<file path="src/hw/sdac_pkg.sv">
// Shared constants for the serial converter control port
package sdac_pkg;
    localparam int WORD_BITS = 10;
    localparam int DATA_BITS = 8;
    localparam int SEL_MSB = 9;
    localparam int SEL_LSB = 8;
    localparam int OFFSET_SRC_BIT = 5;
    localparam int OFFSET_DIR_BIT = 4;
    localparam int OFFSET_MAG_BITS = 4;
    // Target selector codes
    localparam logic [1:0] SEL_OFFSET_A = 2'h0;
    localparam logic [1:0] SEL_SDAC1 = 2'h1;
    localparam logic [1:0] SEL_SDAC0 = 2'h2;
    localparam logic [1:0] SEL_OFFSET_B = 2'h3;
    // Reset values
    localparam logic [7:0] DAC_RESET = 8'h00;
    localparam logic [9:0] SHIFT_RESET = 10'h000;
    // Serial clock nominal rate and host divider
    localparam int SERIAL_CLK_KHZ = 256;
    localparam int SYS_CLK_KHZ = 20000;
    localparam int HALF_PERIOD_CYCLES = SYS_CLK_KHZ / (2 * SERIAL_CLK_KHZ);
    // Settling wait after wake, in microseconds
    localparam int SETTLE_US = 100;
    localparam int SYS_CLK_MHZ = 20;
    localparam int SETTLE_CYCLES = SETTLE_US * SYS_CLK_MHZ;
endpackage : sdac_pkg

</file>
<file path="src/hw/sdac_link_if.sv">
// Link between host and converter control port
`timescale 1ns/100ps
interface sdac_link_if;
    logic serial_clk;
    logic serial_data_in;
    logic load_strobe;
    logic adc_sleep_n;
    logic parallel_dac_sleep_n;
    logic serial_dac_sleep_n;
    modport host (
        output serial_clk, serial_data_in, load_strobe,
        output adc_sleep_n, parallel_dac_sleep_n, serial_dac_sleep_n
    );
    modport device (
        input serial_clk, serial_data_in, load_strobe,
        input adc_sleep_n, parallel_dac_sleep_n, serial_dac_sleep_n
    );
endinterface : sdac_link_if

</file>
<file path="src/hw/sdac_host.sv">
// Host end: shifts a word out on a gated clock, then pulses the strobe
`timescale 1ns/100ps
module sdac_host (
    // System clock and reset
    input wire logic clk_sys,
    input wire logic rst,
    // Write request
    input wire logic req_valid,
    input wire logic [1:0] req_sel,
    input wire logic [7:0] req_data,
    output logic req_ready,
    // Sleep requests, high to sleep
    input wire logic adc_sleep,
    input wire logic parallel_dac_sleep,
    input wire logic serial_dac_sleep,
    // Settling done after the last wake
    output logic settled,
    // Link side
    sdac_link_if.host link
);
    typedef enum logic [3:0] {
        IDLE = 4'h1,
        LOW = 4'h2,
        HIGH = 4'h4,
        STROBE = 4'h8
    } state_type;

    state_type state_q;
    logic [9:0] word_q;
    logic [3:0] bits_q;
    logic [7:0] div_q;
    logic div_done;
    logic sclk_q;
    logic serial_data_in_q;
    logic strobe_q;
    logic [2:0] sleep_q;
    logic [15:0] settle_q;

    assign div_done = (div_q == 8'(sdac_pkg::HALF_PERIOD_CYCLES - 1));
    assign req_ready = (state_q == IDLE);

    // Half-period divider sets the serial clock rate
    always_ff @(posedge clk_sys) begin
        if (rst || state_q == IDLE || div_done) begin
            div_q <= 8'h00;
        end else begin
            div_q <= div_q + 8'h01;
        end
    end

    // Transfer sequence: ten pulses, then one strobe pulse
    always_ff @(posedge clk_sys) begin
        if (rst) begin
            state_q <= IDLE;
            word_q <= sdac_pkg::SHIFT_RESET;
            bits_q <= 4'h0;
            sclk_q <= 1'b0;
            serial_data_in_q <= 1'b0;
            strobe_q <= 1'b0;
        end else begin
            unique case (state_q)
                IDLE: begin
                    sclk_q <= 1'b0;
                    serial_data_in_q <= 1'b0;
                    strobe_q <= 1'b0;
                    if (req_valid) begin
                        word_q <= {req_sel, req_data};
                        bits_q <= 4'h0;
                        state_q <= LOW;
                    end
                end
                LOW: begin
                    // Data set up half a period ahead of the rise
                    serial_data_in_q <= word_q[9];
                    if (div_done) begin
                        sclk_q <= 1'b1;
                        state_q <= HIGH;
                    end
                end
                HIGH: begin
                    if (div_done) begin
                        sclk_q <= 1'b0;
                        word_q <= {word_q[8:0], 1'b0};
                        bits_q <= bits_q + 4'h1;
                        if (bits_q == 4'(sdac_pkg::WORD_BITS - 1)) begin
                            serial_data_in_q <= 1'b0;
                            state_q <= STROBE;
                        end else begin
                            state_q <= LOW;
                        end
                    end
                end
                STROBE: begin
                    // High for one half period less one cycle after shifting ends
                    strobe_q <= 1'b1;
                    if (div_done) begin
                        strobe_q <= 1'b0;
                        state_q <= IDLE;
                    end
                end
            endcase
        end
    end

    // Sleep pins and settling count after any wake
    always_ff @(posedge clk_sys) begin
        if (rst) begin
            sleep_q <= 3'h0;
            settle_q <= 16'h0000;
        end else begin
            sleep_q <= {adc_sleep, parallel_dac_sleep, serial_dac_sleep};
            if ((sleep_q & ~{adc_sleep, parallel_dac_sleep, serial_dac_sleep}) != 3'h0) begin
                settle_q <= 16'(sdac_pkg::SETTLE_CYCLES);
            end else if (settle_q != 16'h0000) begin
                settle_q <= settle_q - 16'h0001;
            end
        end
    end

    assign settled = (settle_q == 16'h0000);
    assign link.serial_clk = sclk_q;
    assign link.serial_data_in = serial_data_in_q;
    assign link.load_strobe = strobe_q;
    assign link.adc_sleep_n = ~sleep_q[2];
    assign link.parallel_dac_sleep_n = ~sleep_q[1];
    assign link.serial_dac_sleep_n = ~sleep_q[0];
endmodule : sdac_host

</file>
<file path="src/flat_wrapper.sv">
// flat-port wrapper written by rule: the top's interface ports become plain ports
module sdac_host_flat 
  (clk_sys, rst, req_valid, req_sel, req_data, req_ready, adc_sleep, parallel_dac_sleep, serial_dac_sleep, settled, link_serial_clk, link_serial_data_in, link_load_strobe, link_adc_sleep_n, link_parallel_dac_sleep_n, link_serial_dac_sleep_n);
  sdac_link_if link_i ();
  input wire logic clk_sys;
  input wire logic rst;
  input wire logic req_valid;
  input wire logic [1:0] req_sel;
  input wire logic [7:0] req_data;
  output logic req_ready;
  input wire logic adc_sleep;
  input wire logic parallel_dac_sleep;
  input wire logic serial_dac_sleep;
  output logic settled;
  output wire logic [$bits(link_i.serial_clk)-1:0] link_serial_clk;
  output wire logic [$bits(link_i.serial_data_in)-1:0] link_serial_data_in;
  output wire logic [$bits(link_i.load_strobe)-1:0] link_load_strobe;
  output wire logic [$bits(link_i.adc_sleep_n)-1:0] link_adc_sleep_n;
  output wire logic [$bits(link_i.parallel_dac_sleep_n)-1:0] link_parallel_dac_sleep_n;
  output wire logic [$bits(link_i.serial_dac_sleep_n)-1:0] link_serial_dac_sleep_n;
  assign link_serial_clk = link_i.serial_clk;
  assign link_serial_data_in = link_i.serial_data_in;
  assign link_load_strobe = link_i.load_strobe;
  assign link_adc_sleep_n = link_i.adc_sleep_n;
  assign link_parallel_dac_sleep_n = link_i.parallel_dac_sleep_n;
  assign link_serial_dac_sleep_n = link_i.serial_dac_sleep_n;
  sdac_host u_core (.clk_sys(clk_sys), .rst(rst), .req_valid(req_valid), .req_sel(req_sel), .req_data(req_data), .req_ready(req_ready), .adc_sleep(adc_sleep), .parallel_dac_sleep(parallel_dac_sleep), .serial_dac_sleep(serial_dac_sleep), .settled(settled), .link(link_i));
endmodule
</file>
<file path="config.mk">
export PLATFORM = sky130hd
export DESIGN_NAME = sdac_host_flat
export DESIGN_NICKNAME = d
export VERILOG_FILES = /design/src/hw/sdac_pkg.sv /design/src/hw/sdac_link_if.sv /design/src/hw/sdac_host.sv /design/src/flat_wrapper.sv
export SDC_FILE = /design/constraint.sdc
export NUM_CORES = 1
export LEC_CHECK = 0
export BUFFER_PORTS_ARGS = -buffer_cell sky130_fd_sc_hd__buf_2
export CAP_MARGIN = 0
export CORE_MARGIN = 5
export CORE_UTILIZATION = 30
export CTS_CLUSTER_SIZE = 12
export DETAILED_ROUTE_END_ITERATION = 10
export SYNTH_ARGS = -nofsm -noshare
export SYNTH_HDL_FRONTEND = slang
export SYNTH_SLANG_ARGS = --single-unit
</file>
<file path="constraint.sdc">
create_clock -name clk_sys -period 3.1 [get_ports clk_sys]
set_clock_uncertainty 0.2 [all_clocks]
set_input_delay 0.31 -clock clk_sys [delete_from_list [all_inputs] [get_ports clk_sys]]
set_output_delay 0.31 -clock clk_sys [all_outputs]
set_load 0.03 [all_outputs]
</file>
==> metrics.json <==
{
  "status": {"value": "complete, no violations"},
  "rsz0062_at_grt": {"value": "no"},
  "finalHoldViolations": {"value": 0},
  "wl_per_cell": {"value": 13.3, "unit": "um"},
  "post_synth_main_area_contributors": {"value": "dfxtp_1 (38%), mux2i_1 (4.7%), a211oi_2 (4.4%), a21oi_1 (3.2%), nor3_1 (3.0%)"},
  "synthesis.area": {"value": 2530, "unit": "um2"},
  "reg2regPathDepth": {"value": 5},
  "worst_path_max_delay_cell": {"value": "dfxtp_1"},
  "max_stage_delay": {"value": 0.35, "unit": "ns"},
  "ir_drop": {"value": 0.244, "unit": "mV"},
  "post_synthesis_area_per_instance": {"value": 9.34, "unit": "um2"},
  "yosys_warnings": {"value": 0},
  "endpoint_kind": {"value": "output port"},
  "drt.antenna.violating_nets": {"value": 0},
  "dp_worst_setup_slack": {"value": 0.942, "unit": "ns"},
  "clkPwrFrac": {"value": 30.4, "unit": "%"},
  "maxClockFrequency": {"value": 411, "unit": "MHz"},
  "worstSetupStartpointType": {"value": "flop"},
  "power.leakage": {"value": 1.02, "unit": "nW"},
  "num_antenna_cells": {"value": 0},
  "cp.required": {"value": 2.59, "unit": "ns"},
  "grt_pass1_vias": {"value": 1949},
  "timing.max_slew.rel_slack": {"value": 63.9, "unit": "%"},
  "post-route-util": {"value": 34.2, "unit": "%"},
  "final.setup.tns": {"value": 0, "unit": "ns"},
  "drt-pass1-iter-count": {"value": 4},
  "grt_first_pass_wirelength": {"value": 9000, "unit": "um"},
  "final_critical_path_setup_slack": {"value": 0.666, "unit": "ns"},
  "power.share.sequential": {"value": 48.1, "unit": "%"},
  "power.share.switching": {"value": 31.2, "unit": "%"},
  "synthDominantAreaCellType": {"value": "dfxtp_1"},
  "clock_sink_count": {"value": 48},
  "postCtsHoldBufs": {"value": 0},
  "gate_power_share": {"value": 21.6, "unit": "%"},
  "power.density_cell_area": {"value": 545, "unit": "nW/um2"},
  "timing.hold.worst.class": {"value": "input pin to flop"},
  "path_class": {"value": "flop to output port"},
  "cts_max_level": {"value": 2},
  "worst_path_cell_trace": {"value": "inv_1 > ha_1 > nor4b_1 > nand4_2 > inv_2 > buf_2"},
  "cts_bufs_inserted": {"value": 5},
  "timing.final.crit_period": {"value": 2.43, "unit": "ns"},
  "path_max_fanout": {"value": 11},
  "p_int": {"value": 1.05, "unit": "mW"},
  "post-synth-top-area-fraction": {"value": 37.9, "unit": "%"},
  "holdPathStages": {"value": 2},
  "flow.area_growth_from_synthesis": {"value": 11.0, "unit": "%"},
  "routed_via_density": {"value": 5.10},
  "die-area": {"value": 10400, "unit": "um2"},
  "top_ff_cell_synth": {"value": "dfxtp_1"},
  "die_x": {"value": 102, "unit": "um"},
  "place.detailed.hpwl": {"value": 3730, "unit": "um"},
  "worst_setup_hold_path_clk_slew": {"value": 0.10, "unit": "ns"},
  "synth_edf_count": {"value": 0},
  "io_pins": {"value": 24},
  "synth_nets": {"value": 292},
  "critPathArrivalTime": {"value": 1.92, "unit": "ns"},
  "grt_antenna_before_repair": {"value": 0},
  "effective_utilization_at_floorplan": {"value": 30.8, "unit": "%"},
  "path_depth": {"value": 6},
  "power": {"value": 1.53, "unit": "mW"},
  "setup_violations": {"value": 0},
  "period_share": {"value": 78.5, "unit": "%"},
  "drv_slew": {"value": 0},
  "remaining_drc_errors": {"value": 0},
  "largest_net_degree_at_the_start_of_global_routing": {"value": 33},
  "final_nets": {"value": 310},
  "ys_async_sr_fraction": {"value": 0, "unit": "%"},
  "vias": {"value": 2014},
  "worstSkewPairLatency": {"value": 0.31, "unit": "ns"},
  "row_count": {"value": 33},
  "netlist_instances": {"value": 271},
  "routed_wirelength": {"value": 5240, "unit": "um"},
  "tritoncts": {"value": "built"},
  "drive_gt1_share": {"value": 19.7, "unit": "%"},
  "gpl.final_weighted_congestion": {"value": 0.774},
  "initialDrtViolationCount": {"value": 105},
  "filler_cell_count": {"value": 871},
  "cp_top_family": {"value": "simple AND/OR/NAND/NOR gates"},
  "portBuffers": {"value": 23},
  "power.net_switching": {"value": 479, "unit": "uW"},
  "fp.dieH": {"value": 102, "unit": "um"},
  "grt_remaining_overflow": {"value": 0},
  "synth.ff_latch_count": {"value": 48},
  "ys_seq_area_share": {"value": 37.9, "unit": "%"},
  "max_cap_viol_count": {"value": 0},
  "post_cts_resized": {"value": 0},
  "gr-usage-all-layers": {"value": 10.4, "unit": "%"},
  "cts_max_path_buffers": {"value": 2},
  "post_cts.repair.setup_buffers": {"value": 0},
  "worstPathBufferInverterCount": {"value": 3},
  "fp.coreArea": {"value": 8220, "unit": "um2"},
  "cts_root_buf": {"value": "clkbuf_8"},
  "yosys.cell_types.count": {"value": 54},
  "worst_hold_slack": {"value": 0.0172, "unit": "ns"},
  "max_slew.worst_pin.slew": {"value": 0.540, "unit": "ns"}
}
-- area by class of cell --
class / count / area, um2 / area share (%)
Clock buffer: 5 / 68.8 / 2.45
Clock inverter: 3 / 47.5 / 1.69
Inverter: 14 / 52.6 / 1.87
Multi-Input combinational cell: 195 / 1420 / 50.5
Sequential cell: 48 / 961 / 34.2
Tap cell: 105 / 131 / 4.67
Timing Repair Buffer: 25 / 130 / 4.63
-- through the flow --
stage / instance area (um2) / instances
finish: 2810 / 395
global route: 2810 / 395
CTS: 2810 / 395
detailed placement: 2700 / 387
global placement: 2700 / 387
floorplan: 2530 / 271
-- layer usage --
layer | wire [um] | track usage, % | up-vias | share of wire, %
met5 | 0 | 0 | - | 0
met4 | 47 | 2.12 | 0 | 0.90
met3 | 162 | 2.39 | 7 | 3.1
met2 | 2520 | 18.0 | 26 | 48
met1 | 2510 | 13.3 | 952 | 48
li1 | - | - | 1029 | -
-- synthesized netlist by cell type, types with 4 or more instances --
cell type	n
a211oi_2	9
a21oi_1	16
a31oi_1	5
and3_1	4
buf_4	4
buf_6	4
clkbuf_1	4
dfxtp_1	48
ha_1	5
inv_1	13
mux2i_1	12
nand2_1	10
nand2b_1	8
nand3_1	11
nor2_1	16
nor2b_1	5
nor3_1	15
nor4_1	5
o21ai_0	7
or3_1	6
xor2_1	6
-- power groups by stage --
stage	sequential, mW	combinational [mW]	clock [mW]
after global placement	0.748	0.324	0
after detailed placement	0.750	0.330	0
after global routing	0.748	0.374	0.506
final	0.736	0.330	0.465
after floorplan	0.727	0.286	0
after CTS	0.736	0.332	0.484
-- registers in the layout, indices dropped and copies added, names as in the netlist --
signal	cells
u_core.word_q	10
u_core.bits_q	4
u_core.link.serial_clk	1
u_core.settle_q	16
u_core.div_q	8
u_core.sleep_q	3
u_core.link.serial_data_in	1
u_core.link.load_strobe	1
u_core.state_q	4
-- final timing paths --
| kind | slack [ns] | to | startpoint |
|---|---|---|---|
| max reg2reg | 0.94 | u_core.word_q[4] | u_core.state_q[2] |
| max | 0.67 | settled | u_core.settle_q[0] |
| min reg2reg | 0.29 | u_core.link.serial_clk | u_core.link.serial_clk |
| min | 0.02 | u_core.sleep_q[1] | parallel_dac_sleep |
-- logic make-up after synthesis --
kind of cell / after synthesis / share of synthesized area, %
adder cells (fa/ha/maj): 5 / 2.47
buffers and inverters: 28 / 5.98
XOR/XNOR: 8 / 2.77
flip-flops: 48 / 37.9
AO/OA/AOI/OAI: 57 / 16.5
AND/OR/NAND/NOR: 113 / 29.6
multiplexers: 12 / 4.74
-- cells in the final DEF, fill, tap and decap left out, types with 3 or more instances in the layout --
| master | synthesis | layout |
|---|---|---|
| nor4_1 | 5 | 5 |
| or3_1 | 6 | 6 |
| a31oi_1 | 5 | 5 |
| and2_1 | 3 | 3 |
| xor2_1 | 6 | 6 |
| nor2b_1 | 5 | 5 |
| inv_1 | 13 | 13 |
| o41ai_1 | 3 | 3 |
| nor2_1 | 16 | 16 |
| and3_1 | 4 | 4 |
| mux2i_1 | 12 | 12 |
| nand2b_1 | 8 | 8 |
| nand3_1 | 11 | 11 |
| buf_2 | 1 | 23 |
| nand4_1 | 3 | 3 |
| a211oi_2 | 9 | 9 |
| a2111oi_0 | 3 | 3 |
| dfxtp_1 | 48 | 48 |
| ha_1 | 5 | 5 |
| nand2_1 | 10 | 10 |
| o21ai_0 | 7 | 7 |
| nor3_1 | 15 | 15 |
| clkbuf_8 | 0 | 5 |
| a21oi_1 | 16 | 16 |
| nand4b_1 | 3 | 3 |
(Power assumes the default switching activity.)
